--- src/prd_defs.svh ---
// Purpose: timing counts and field constants for the pulse reference and encoder divider block
// Assumes: sys_clk at 25 MHz
// Notes: counts follow from the least widths and highest rates by the expressions below
`ifndef PRD_DEFS_SVH
`define PRD_DEFS_SVH

`define PRD_CLK_PERIOD_NS 40
`define PRD_CLK_KHZ 25000

// least pulse widths, ns
`define PRD_OC_MIN_WIDTH_NS 2500
`define PRD_LD_MIN_WIDTH_NS 1700
`define PRD_HS_MIN_WIDTH_NS 125

// highest pulse rates, kpps
`define PRD_OC_MAX_KPPS 200
`define PRD_LD_MAX_KPPS 300
`define PRD_HS_MAX_KPPS 4000

// least width rounds up to whole cycles
`define PRD_CEIL_CYC(ns) (((ns) + `PRD_CLK_PERIOD_NS - 1) / `PRD_CLK_PERIOD_NS)
// glitch filter accepts a level once stable for half the least width, at least one cycle
`define PRD_FILT_CYC(ns) ((`PRD_CEIL_CYC(ns) + 1) / 2)
// shortest legal pulse period rounds down
`define PRD_MIN_PERIOD_CYC(kpps) (`PRD_CLK_KHZ / (kpps))

`define PRD_OC_FILT_CYC `PRD_FILT_CYC(`PRD_OC_MIN_WIDTH_NS)
`define PRD_LD_FILT_CYC `PRD_FILT_CYC(`PRD_LD_MIN_WIDTH_NS)
`define PRD_HS_FILT_CYC `PRD_FILT_CYC(`PRD_HS_MIN_WIDTH_NS)
`define PRD_OC_PERIOD_CYC `PRD_MIN_PERIOD_CYC(`PRD_OC_MAX_KPPS)
`define PRD_LD_PERIOD_CYC `PRD_MIN_PERIOD_CYC(`PRD_LD_MAX_KPPS)
`define PRD_HS_PERIOD_CYC `PRD_MIN_PERIOD_CYC(`PRD_HS_MAX_KPPS)

`define PRD_CNT_W 8
`define PRD_POS_W 32
`define PRD_DIV_W 16
`define PRD_NUM_LINES 4
`define PRD_NUM_PINS 8

`endif

--- src/prd_pkg.sv ---
// Purpose: types shared by the pulse reference and encoder divider block
// Assumes: prd_defs.svh carries all numeric constants
// Notes: none
`include "prd_defs.svh"
package prd_pkg;

  typedef enum logic [1:0] {
    PRD_FMT_PULSE_DIR,
    PRD_FMT_CW_CCW,
    PRD_FMT_QUAD
  } prd_fmt_t;

  typedef struct packed {
    prd_fmt_t low_fmt;
    prd_fmt_t fast_fmt;
    logic low_open_collector;
    logic use_fast;
    logic [`PRD_DIV_W-1:0] div_num;
    logic [`PRD_DIV_W-1:0] div_den;
  } prd_cfg_t;

  typedef struct packed {
    logic step;
    logic dir;
    logic index;
  } prd_enc_t;

  typedef struct packed {
    logic step_up;
    logic step_dn;
    logic overrate;
    logic [`PRD_POS_W-1:0] position;
  } prd_ref_t;

  typedef struct packed {
    logic a_q;
    logic b_q;
    logic up;
    logic dn;
  } prd_dec_st_t;

  typedef struct packed {
    logic [`PRD_NUM_PINS-1:0] sync1;
    logic [`PRD_NUM_PINS-1:0] sync2;
    logic [`PRD_NUM_LINES-1:0] rx;
    logic [`PRD_NUM_LINES-1:0] lvl;
    logic [`PRD_NUM_LINES-1:0][`PRD_CNT_W-1:0] cnt;
    logic [`PRD_CNT_W-1:0] low_gap;
    logic [`PRD_CNT_W-1:0] fast_gap;
    prd_ref_t ref_out;
    logic [`PRD_DIV_W-1:0] acc;
    logic [1:0] quad;
    logic a_pos;
    logic a_neg;
    logic b_pos;
    logic b_neg;
    logic z_pos;
    logic z_neg;
    logic z_oe_n;
  } prd_top_st_t;

endpackage

--- src/prd_decoder.sv ---
// Purpose: turns a filtered pulse line pair into up and down steps in one of three formats
// Assumes: a and b are already synchronised and filtered on sys_clk
// Notes: quadrature counts every edge; a change of both lines at once is dropped
`timescale 1ns/1ns
module prd_decoder
  import prd_pkg::*;
(
  input wire logic sys_clk,
  input wire logic srst,
  input wire prd_fmt_t fmt,
  input wire logic a,
  input wire logic b,
  output logic step_up,
  output logic step_dn
);

  prd_dec_st_t st_r;
  prd_dec_st_t st_nxt;

  always_comb begin
    logic rise_a;
    logic rise_b;
    logic chg_a;
    logic chg_b;
    rise_a = a & ~st_r.a_q;
    rise_b = b & ~st_r.b_q;
    chg_a = a ^ st_r.a_q;
    chg_b = b ^ st_r.b_q;
    st_nxt = st_r;
    st_nxt.a_q = a;
    st_nxt.b_q = b;
    st_nxt.up = 1'b0;
    st_nxt.dn = 1'b0;
    case (fmt)
      PRD_FMT_PULSE_DIR: begin
        // direction line low counts up
        st_nxt.up = rise_a & ~b; // RL3
        st_nxt.dn = rise_a & b; // RL3
      end
      PRD_FMT_CW_CCW: begin
        st_nxt.up = rise_a & ~rise_b; // RL3
        st_nxt.dn = rise_b & ~rise_a; // RL3
      end
      PRD_FMT_QUAD: begin
        // a leading b counts up
        if (chg_a && !chg_b) begin
          st_nxt.up = (a != b); // RL3
          st_nxt.dn = (a == b);
        end else if (chg_b && !chg_a) begin
          st_nxt.up = (a == b); // RL3
          st_nxt.dn = (a != b);
        end
      end
      default: begin
        st_nxt.up = 1'b0;
        st_nxt.dn = 1'b0;
      end
    endcase
  end

  always_ff @(posedge sys_clk) begin
    if (srst) begin
      st_r <= '0;
    end else begin
      st_r <= st_nxt;
    end
  end

  assign step_up = st_r.up;
  assign step_dn = st_r.dn;
endmodule

--- src/prd_top.sv ---
// Purpose: pulse reference input on a low-speed and a fast channel, and divided encoder output
// Assumes: cfg and enc come from logic on sys_clk; reference pins are asynchronous
// Notes: div_num must not exceed div_den; div_den of zero stops the divider
//
// Notes on behaviour
// RL1: two independent reference channels, low-speed and fast; either drives the position count.
// RL2: low-speed channel takes differential or open-collector; fast channel differential only.
// RL3: each channel decodes pulse plus direction, clockwise/counter-clockwise, or A/B quadrature.
// RL4: pulse rates above 200 Kpps, 300 Kpps or 4 Mpps per input are flagged; code checks only the pulse line of the selected channel.
// RL5: pulses down to 2.5 us, 1.7 us or 0.125 us wide are accepted.
// RL6: divided encoder position leaves as A and B quadrature on differential pairs.
// RL7: home marker leaves on a differential pair and an open-collector output.
// RL8: encoder steps scaled by num/den; A/B phase order follows rotation direction.
`timescale 1ns/1ns
`include "prd_defs.svh"
module prd_top
  import prd_pkg::*;
(
  input wire logic sys_clk,
  input wire logic srst,
  input wire logic low_speed_pulse_pos,
  input wire logic low_speed_pulse_neg,
  input wire logic low_speed_direction_pos,
  input wire logic low_speed_direction_neg,
  input wire logic fast_pulse_pos,
  input wire logic fast_pulse_neg,
  input wire logic fast_direction_pos,
  input wire logic fast_direction_neg,
  input wire prd_cfg_t cfg,
  input wire prd_enc_t enc,
  output prd_ref_t ref_out,
  output logic divided_phase_a_pos,
  output logic divided_phase_a_neg,
  output logic divided_phase_b_pos,
  output logic divided_phase_b_neg,
  output logic home_marker_pos,
  output logic home_marker_neg,
  input wire logic home_marker_open_collector_in,
  output logic home_marker_open_collector_out,
  output logic home_marker_open_collector_oe_n
);

  prd_top_st_t st_r;
  prd_top_st_t st_nxt;
  logic low_up;
  logic low_dn;
  logic fast_up;
  logic fast_dn;

  function automatic logic [`PRD_CNT_W-1:0] sat_inc(input logic [`PRD_CNT_W-1:0] v);
    sat_inc = (v == {`PRD_CNT_W{1'b1}}) ? v : v + `PRD_CNT_W'h01;
  endfunction

  function automatic logic [`PRD_CNT_W-1:0] filt_thr(input int line, input logic oc);
    if (line >= 2) begin
      filt_thr = `PRD_CNT_W'(`PRD_HS_FILT_CYC);
    end else if (oc) begin
      filt_thr = `PRD_CNT_W'(`PRD_OC_FILT_CYC);
    end else begin
      filt_thr = `PRD_CNT_W'(`PRD_LD_FILT_CYC);
    end
  endfunction

  prd_decoder u_low_dec (
    .sys_clk(sys_clk),
    .srst(srst),
    .fmt(cfg.low_fmt),
    .a(st_r.lvl[0]),
    .b(st_r.lvl[1]),
    .step_up(low_up),
    .step_dn(low_dn)
  );

  prd_decoder u_fast_dec (
    .sys_clk(sys_clk),
    .srst(srst),
    .fmt(cfg.fast_fmt),
    .a(st_r.lvl[2]),
    .b(st_r.lvl[3]),
    .step_up(fast_up),
    .step_dn(fast_dn)
  );

  always_comb begin
    logic pos;
    logic neg;
    logic up;
    logic dn;
    logic [`PRD_DIV_W:0] sum;
    logic [`PRD_CNT_W-1:0] low_min;
    pos = 1'b0;
    neg = 1'b0;
    up = 1'b0;
    dn = 1'b0;
    sum = '0;
    low_min = cfg.low_open_collector ? `PRD_CNT_W'(`PRD_OC_PERIOD_CYC) : `PRD_CNT_W'(`PRD_LD_PERIOD_CYC);
    st_nxt = st_r;
    st_nxt.sync1 = {fast_direction_neg, fast_direction_pos, fast_pulse_neg, fast_pulse_pos,
                    low_speed_direction_neg, low_speed_direction_pos, low_speed_pulse_neg, low_speed_pulse_pos};
    st_nxt.sync2 = st_r.sync1;
    for (int i = 0; i < `PRD_NUM_LINES; i++) begin
      pos = st_r.sync2[2*i];
      neg = st_r.sync2[2*i+1];
      // open collector uses the single-ended line; a differential pair with equal legs holds
      if (i < 2 && cfg.low_open_collector) begin
        st_nxt.rx[i] = pos; // RL2
      end else if (pos != neg) begin
        st_nxt.rx[i] = pos; // RL2
      end
      if (st_r.rx[i] == st_r.lvl[i]) begin
        st_nxt.cnt[i] = '0;
      end else if (st_r.cnt[i] + `PRD_CNT_W'h01 >= filt_thr(i, cfg.low_open_collector)) begin
        st_nxt.lvl[i] = st_r.rx[i]; // RL5
        st_nxt.cnt[i] = '0;
      end else begin
        st_nxt.cnt[i] = st_r.cnt[i] + `PRD_CNT_W'h01;
      end
    end
    // pulse spacing on the pulse line of each channel
    st_nxt.low_gap = sat_inc(st_r.low_gap);
    st_nxt.fast_gap = sat_inc(st_r.fast_gap);
    st_nxt.ref_out.overrate = 1'b0;
    if (st_nxt.lvl[0] && !st_r.lvl[0]) begin
      st_nxt.low_gap = '0;
      if (!cfg.use_fast && st_r.low_gap < low_min) begin
        st_nxt.ref_out.overrate = 1'b1; // RL4
      end
    end
    if (st_nxt.lvl[2] && !st_r.lvl[2]) begin
      st_nxt.fast_gap = '0;
      if (cfg.use_fast && st_r.fast_gap < `PRD_CNT_W'(`PRD_HS_PERIOD_CYC)) begin
        st_nxt.ref_out.overrate = 1'b1; // RL4
      end
    end
    // selected channel drives the position count
    up = cfg.use_fast ? fast_up : low_up; // RL1
    dn = cfg.use_fast ? fast_dn : low_dn; // RL1
    st_nxt.ref_out.step_up = up;
    st_nxt.ref_out.step_dn = dn;
    if (up) begin
      st_nxt.ref_out.position = st_r.ref_out.position + `PRD_POS_W'h1; // RL1
    end else if (dn) begin
      st_nxt.ref_out.position = st_r.ref_out.position - `PRD_POS_W'h1; // RL1
    end
    // fractional divider: one output edge per den/num encoder steps
    if (enc.step && cfg.div_den != '0) begin
      if (!enc.dir) begin
        sum = {1'b0, st_r.acc} + {1'b0, cfg.div_num};
        if (sum >= {1'b0, cfg.div_den}) begin
          st_nxt.acc = `PRD_DIV_W'(sum - {1'b0, cfg.div_den}); // RL8
          st_nxt.quad = st_r.quad + 2'h1; // RL8
        end else begin
          st_nxt.acc = sum[`PRD_DIV_W-1:0];
        end
      end else begin
        if (st_r.acc >= cfg.div_num) begin
          st_nxt.acc = st_r.acc - cfg.div_num;
        end else begin
          sum = {1'b0, st_r.acc} + {1'b0, cfg.div_den} - {1'b0, cfg.div_num};
          st_nxt.acc = sum[`PRD_DIV_W-1:0]; // RL8
          st_nxt.quad = st_r.quad - 2'h1; // RL8
        end
      end
    end
    // forward rotation: a leads b
    st_nxt.a_pos = st_nxt.quad[0] ^ st_nxt.quad[1]; // RL6
    st_nxt.a_neg = ~(st_nxt.quad[0] ^ st_nxt.quad[1]); // RL6
    st_nxt.b_pos = st_nxt.quad[1]; // RL6
    st_nxt.b_neg = ~st_nxt.quad[1]; // RL6
    st_nxt.z_pos = enc.index; // RL7
    st_nxt.z_neg = ~enc.index; // RL7
    // open collector sinks while the marker is active
    st_nxt.z_oe_n = ~enc.index; // RL7
  end

  always_ff @(posedge sys_clk) begin
    if (srst) begin
      st_r <= '0;
      st_r.a_neg <= 1'b1;
      st_r.b_neg <= 1'b1;
      st_r.z_neg <= 1'b1;
      st_r.z_oe_n <= 1'b1;
      // no pulse seen yet, so the first pulse after reset never looks too fast
      st_r.low_gap <= 8'hff;
      st_r.fast_gap <= 8'hff;
    end else begin
      st_r <= st_nxt;
    end
  end

  assign ref_out = st_r.ref_out;
  assign divided_phase_a_pos = st_r.a_pos;
  assign divided_phase_a_neg = st_r.a_neg;
  assign divided_phase_b_pos = st_r.b_pos;
  assign divided_phase_b_neg = st_r.b_neg;
  assign home_marker_pos = st_r.z_pos;
  assign home_marker_neg = st_r.z_neg;
  assign home_marker_open_collector_out = 1'b0;
  assign home_marker_open_collector_oe_n = st_r.z_oe_n;
endmodule

--- config.mk ---
export PLATFORM = sky130hd
export DESIGN_NAME = prd_top
export DESIGN_NICKNAME = d
export VERILOG_FILES = /design/src/prd_pkg.sv /design/src/prd_decoder.sv /design/src/prd_top.sv
export VERILOG_INCLUDE_DIRS = /design/src
export SDC_FILE = /design/constraint.sdc
export NUM_CORES = 1
export LEC_CHECK = 0
export BUFFER_PORTS_ARGS = -buffer_cell sky130_fd_sc_hd__buf_2
export CORE_AREA = 2 2 153 155
export CTS_BUF_LIST = sky130_fd_sc_hd__clkbuf_8
export DETAILED_ROUTE_END_ITERATION = 8
export DIE_AREA = 0 0 155 157
export PLACE_DENSITY_LB_ADDON = 0.1
export SLEW_MARGIN = 25
export SYNTH_ARGS = -nofsm -noshare
export SYNTH_HDL_FRONTEND = slang
export SYNTH_SLANG_ARGS = --single-unit
--- constraint.sdc ---
create_clock -name sys_clk -period 13.3 [get_ports sys_clk]
set_clock_uncertainty 0.05 [all_clocks]
set_input_delay 0.665 -clock sys_clk [delete_from_list [all_inputs] [get_ports sys_clk]]
set_output_delay 0.665 -clock sys_clk [all_outputs]
set_load 0.03 [all_outputs]
== Yosys cells after proc, flatten, opt, wreduce, memory -nomap -nowiden ==
Index checks and enable logic that the tools add are counted.
W data, S select, Z words.

* Bits in latches: 0
* Memories: 0
* Logic and storage cells: 176
* Input port bits: 52
* Output and inout bits: 43
* Register bits after elaboration: 139
* Memory bits (read-only): 0
* Memory bits (writable): 0

* Equal/unequal tests: 20
* Divide/modulo/power cells: 0
* $add $sub $neg: 15
* Bitwise operators: 32
* Shift-type cells: 0
* Reductions and logical operators: 28
* Magnitude comparators: 8
* Muxes and demuxes: 38
* Multiply operators: 0

{| class="wikitable"
|+ Operator list
! cell !! count
|-
| $mux W32 || 2
|-
| $mux W8 || 8
|-
| $add A8 B1 Y8 const B || 6
|-
| $sub A16 B16 Y16 || 3
|-
| $add A32 B1 Y32 const B || 1
|-
| $ge A8 B8 Y1 || 4
|-
| $mux W16 || 2
|-
| $sub A32 B1 Y32 const B || 1
|-
| $mux W18 || 1
|-
| $add A16 B16 Y17 || 1
|-
| $ge A17 B16 Y1 || 1
|-
| $add A16 B16 Y16 || 1
|-
| $eq A8 B8 Y1 const B || 2
|-
| $ge A16 B16 Y1 || 1
|-
| $reduce_bool A16 Y1 || 1
|-
| $not A1 Y1 || 15
|-
| $mux W1 || 14
|-
| $mux W2 || 7
|-
| $and A1 B1 Y1 || 12
|-
| $mux W6 || 2
|-
| $pmux W2 S3 || 2
|-
| $reduce_or A3 Y1 || 4
|-
| $logic_and A1 B1 Y1 || 9
|-
| $lt A8 B3 Y1 const B || 1
|-
| other kinds (13) || 40
|}

== Logic depth before layout (Yosys ltp) ==
* Word-level depth: 9
* Gate-level depth with buffers: 20
* Gate-level depth less buffers: 18

== Modules after synthesis ==
From an unflattened synthesis, not the netlist that was laid out.

* Cell total of the unflattened synthesis: 1382
* Area, all modules: 11121.9 um2

{| class="wikitable"
|+ By module, submodules not included
! module !! times used !! sequential area each (um2) !! cells an instance !! area each (um2)
|-
| prd_top || 1 || 2602.5 || 1336 || 10666.5
|-
| prd_decoder || 2 || 80.1 || 23 || 227.7
|}

== Worst setup path after synthesis ==
No wires, ideal clock.

* Kind: input -> register
* Start point: in cfg[32] in the netlist's numbering
* End point: reg st_r (netlist bit ref_out[31])
* Data required time: 13170 ps
* Stages: 12
* Arrival time: 4517 ps
* Library setup time: 80 ps
* Slack: 8653 ps
* Path buffers: 1
* Path through: mux2i_1 > ha_1 > buf_2 > a21oi_1 > o21ai_0 > a221o_1 > a311o_1 > a21oi_2 > o211ai_1 > and3b_1 > o21ai_1 > nor3b_1

* Word-level cells in the longest chain between the ends: 2
* Elaborated cells between the ends (all ways): 4
* Those cells by class: mux: 3; reduce/logical: 1

{| class="wikitable"
|+ Ends and longest elaborated chain
! item !! RTL line !! RTL
|-
| from (decl) || prd_top.sv:29 || <nowiki>input wire prd_cfg_t cfg,</nowiki>
|-
| $mux W1 (on tied branches) || prd_top.sv:136, prd_top.sv:137 ||
|-
| $mux W32 or $reduce_bool A2 Y1 (tied branches) || - ||
|-
| to (signal assigned) || prd_top.sv:187 || <nowiki>st_r <= st_nxt;</nowiki>
|-
| to (decl) || prd_top.sv:43 || <nowiki>prd_top_st_t st_r;</nowiki>
|}

Several ways; a longest one is shown, not always the timed one.
A chain may end at the register's enable or synchronous reset.

== Worst setup path after layout ==
* Start point: in cfg[20] in the netlist's numbering
* End point: reg st_r[21] in the netlist's numbering

* Word-level cells in the longest chain between the ends: 4
* Elaborated cells between the ends (all ways): 9
* Those cells by class: add/sub: 4; order compare: 2; mux: 3

{| class="wikitable"
|+ Ends and longest elaborated chain
! item !! RTL line !! RTL
|-
| $add A16 B16 Y17 || prd_top.sv:148 || <nowiki>sum = {1'b0, st_r.acc} + {1'b0, cfg.div_num};</nowiki>
|-
| $sub A16 B16 Y16 or $ge A17 B16 Y1 (tied branches) || prd_top.sv:150, prd_top.sv:149 ||
|-
| $mux W16 || prd_top.sv:149 || <nowiki>if (sum >= {1'b0, cfg.div_den}) begin</nowiki>
|-
| $mux W18 * || prd_top.sv:147 || <nowiki>if (!enc.dir) begin</nowiki>
|}

Mark *: on every way between the ends. The rest lies on a longest branch, timed or not.

==> results.md <==
* Fmax at between 150 and 200 MHz
* I/O pins at 95
* Hold_ws at between 0.3 and 0.4 ns
* H-Tree Depth at 4
* Clk_lat worst skew at between 0.4 and 0.5 ns
* Mapped Avg Cell Area at just over 8 µm²
* Warnings, synthesis at 0
* Proportion of layout cells with a drive suffix above 1 at roughly 11%
* Reg power frac at between 20% and 30%
* Post-synthesis compound-gate area fraction at 21.1%
* Clock root buffer: clkbuf_8
* CP peak stage delay at 0.61 ns
* Largest cells by area after synthesis: dfxtp_1, ha_1, xnor2_1, a21oi_1, nand2_1
* Top layer in use: met4
* Outcome: finished, final reports clean
* Post-Synth XOR/XNOR Area at between 7 and 8%
* Critical path class: primary input to register
* Final Wtd Congestion at approximately 0.86
* Clock transition at path regs at around 0.1 ns
* Worst VDD drop at just under 100 µV
* WP buf/inv at 3
* Setup violations, final at 0
* Min Tclk post-route at between 5 and 6 ns
* Internal power at 1.28 mW
* Tot GR Track Use at about 22%
* Largest net degree at the start of global routing at 50
* Total power at ~2.3 mW
* WL per Instance at 15.2 µm
* Pwr/cell area at about 190 nW/µm²
* CP max FO at 12
* Hold Path Class: primary input to register
* Core outline area at 22,500 µm²
* CTS buffer count at 17
* Met1 wire length at 13,400 µm
* Flops & latches, synth at ~140
* CP Data Required Time at roughly 14 ns
* Static Leak at roughly 5.5 nW
* Port bufs at 92
* Post-Syn Area at between 10,000 and 15,000 µm²
* Number of synthesized flops with an enable pin at 0
* Die extent in y at 157 µm
* Most common cell in the netlist: dfxtp_1
* Met3 wire len at 1070 µm
* Post-Synthesis Cells at between 1,000 and 1,500
* DP Wirelength at ~20,000 µm
* Clock network fraction of design power at 16.1%
* Commonest cells in the netlist: dfxtp_1, ha_1, nand2_1, nor2_1, inv_1
* Placed instance count at about 1,700
* Avg Vias per Cell at about 5.4
* Total detailed-routing wirelength at 26,400 µm
* FFs w/ async S/R, synth at 0%
* Layout Nets at around 1,600
* CP Capture Type: register
* Net Sw Frac at 45.4%
* Met2 WL at ~12,000 µm
* Worst-path cell with the longest stage delay: a211oi_4
* Combinational share of power at between 60% and 70%
* Fin Setup TNS at 0 ns
* First-pass GRT wire length at around 44,000 µm
* Layout Cells excl Fill at 1,734
* Die X at between 150 and 200 µm
* Full die area at 24,300 µm²
* Area Overhead vs Synth at 7.84%
* Sequential share of the synthesized area at 24.6%
* TritonCTS clock tree: done
* Largest family of logic cells by synthesized area: compound AO/OA/AOI/OAI gates
* CTS max path bufs at 2
* Gr ovfl total at 0
* Fin util at between 50% and 60%
* Worst-Margin Slew at about 0.83 ns
* Area share of fa/ha/maj cells after synthesis at between 15 and 20%
* First drt pass iteration count at 5
* Multiplexer share of the synthesized area at about 2.9%
* Post-synth top area share at about a quarter
* Initial antenna violation count at 0
* Number of gates resized after CTS at 0
* Routed Antenna Nets at 0
* Simple-Gate Fraction of Synth Area at 19.0%
* FILL cells at around 2,200
* FF/Latch Area at about 2800 µm²
* Pins Over Slew Limit at 0
* Vias in the first global route at 8,943
* Synth area leader: dfxtp_1
* Max-slew headroom at between 40 and 50%
* Postcts setup bufs at 0
* Startpoint Class: primary input
* Yosys cell types at 82
* Critical Path AT at about 5.7 ns
* Row cnt at 55
* Diode count at 0
* Initial Utilization at around 50%
* Hold buffers post-CTS at 0
* Area of the multi-input gates at roughly 7600 µm²
* Max Cap Viol at 0
* RSZ-0062 raised after global routing: no
* Dominant synthesized flop cell: dfxtp_1
* Final-report hold violation count at 0
* Crit path max-delay family: compound AO/OA/AOI/OAI gates
* Final Cycle Share at around 41%
* Residual DRC at 0
* # clock sinks at ~140
* CP Cell Sequence: buf_2, inv_1, ha_1, nor3_1, o21ai_0, nand4b_1, nand2_1, o41ai_2, a21oi_1, o31ai_1, xnor2_1, ha_1, a21o_1, a2111oi_0, o21ai_0, a211oi_4, buf_8, mux2i_1, nor4_1, a311o_1
* Vias post-DR at roughly 9,400
* NetSw at around 1.1 mW
* DRT iter0 DRCs at between 500 and 600
through the flow:
| stage | instance area, µm² | setup WS [ns] |
|---|---|---|
| 3_5_place_dp | 11700 | 7.46 |
| 6_report | 12100 | 7.91 |
| 5_1_grt | 12100 | 7.46 |
| 3_3_place_gp | 11600 | 7.16 |
| 4_1_cts | 12100 | 7.94 |
| 2_1_floorplan | 11300 | 8.65 |
layout make-up:
cell class,instances,share of cell area (%)
Inverter,108,3.37
Timing Repair Buffer,97,4.20
Clock buffer,17,1.93
Tap cell,285,2.95
Sequential cell,138,22.8
Clock inverter,15,1.65
Multi-Input combinational cell,1074,63.1
path summary, 6_finish.rpt:
kind / from / endpoint / slack [ns] / depth (start not counted)
max: cfg[20] / st_r[21] / 7.91 / 20
min: enc[0] / home_marker_open_collector_oe_n / 0.32 / 2
max reg2reg: st_r[13] / st_r[21] / 7.98 / 18
min reg2reg: st_nxt[121] / st_r[121] / 0.39 / 1
worst reg2reg max path, cell delays in order (launching register included):
cell and delay, ns:
dfxtp_1 0.34, ha_1 0.44, nor3_1 0.22, o21ai_0 0.18, nand4b_1 0.17, nand2_1 0.12
o41ai_2 0.45, a21oi_1 0.20, o31ai_1 0.28, xnor2_1 0.15, ha_1 0.27, a21o_1 0.20
a2111oi_0 0.36, o21ai_0 0.22, a211oi_4 0.61, buf_8 0.25, mux2i_1 0.30, nor4_1 0.08
a311o_1 0.34
per-layer routing:
metal / GRT usage [%] / vias to the layer above
li1: - / 4927
met1: 31.3 / 4357
met2: 35.2 / 142
met3: 4.16 / 20
met4: 5.03 / 0
met5: 0 / -
kinds of logic (layout without fill, tap and decap cells):
kind of cell               after synthesis  in the layout
buffers and inverters                  193            237
AOI/OAI and AO/OA                      355            355
adders and majority gates              136            136
and+or+nand+nor                        432            432
other                                    1             19
DFF                                    138            138
xor gates and xnor gates               101            101
muxes                                   31             31
state kept, by name (all words and copies together) (netlist names):
| signal | cells |
|---|---|
| divided_phase_a_neg | 1 |
| ref_out | 35 |
| divided_phase_a_pos | 1 |
| home_marker_open_collector_oe_n | 1 |
| divided_phase_b_neg | 1 |
| u_fast_dec.step_up | 1 |
| st_r | 82 |
| u_low_dec.step_up | 1 |
| u_low_dec.st_r | 2 |
| u_low_dec.step_dn | 1 |
| home_marker_pos | 1 |
| u_fast_dec.st_r | 2 |
| st_nxt | 8 |
| u_fast_dec.step_dn | 1 |
placed cells by master (no fill, tap or decap), types with 43 or more instances in the layout:
master / count
dfxtp_1: 138
ha_1: 117
nand2_1: 115
nor2_1: 107
inv_1: 105
a21oi_1: 104
buf_2: 91
o21ai_0: 66
xnor2_1: 64
nor2b_1: 43
power groups by stage:
stage / Combinational (mW) / Sequential (mW) / Clock, mW
CTS: 1.45 / 0.517 / 0.387
floorplan: 1.17 / 0.522 / 0
global route: 1.63 / 0.527 / 0.401
detailed placement: 1.44 / 0.526 / 0
global placement: 1.41 / 0.526 / 0
finish: 1.45 / 0.518 / 0.377
Power figures use the tool's default switching activity.
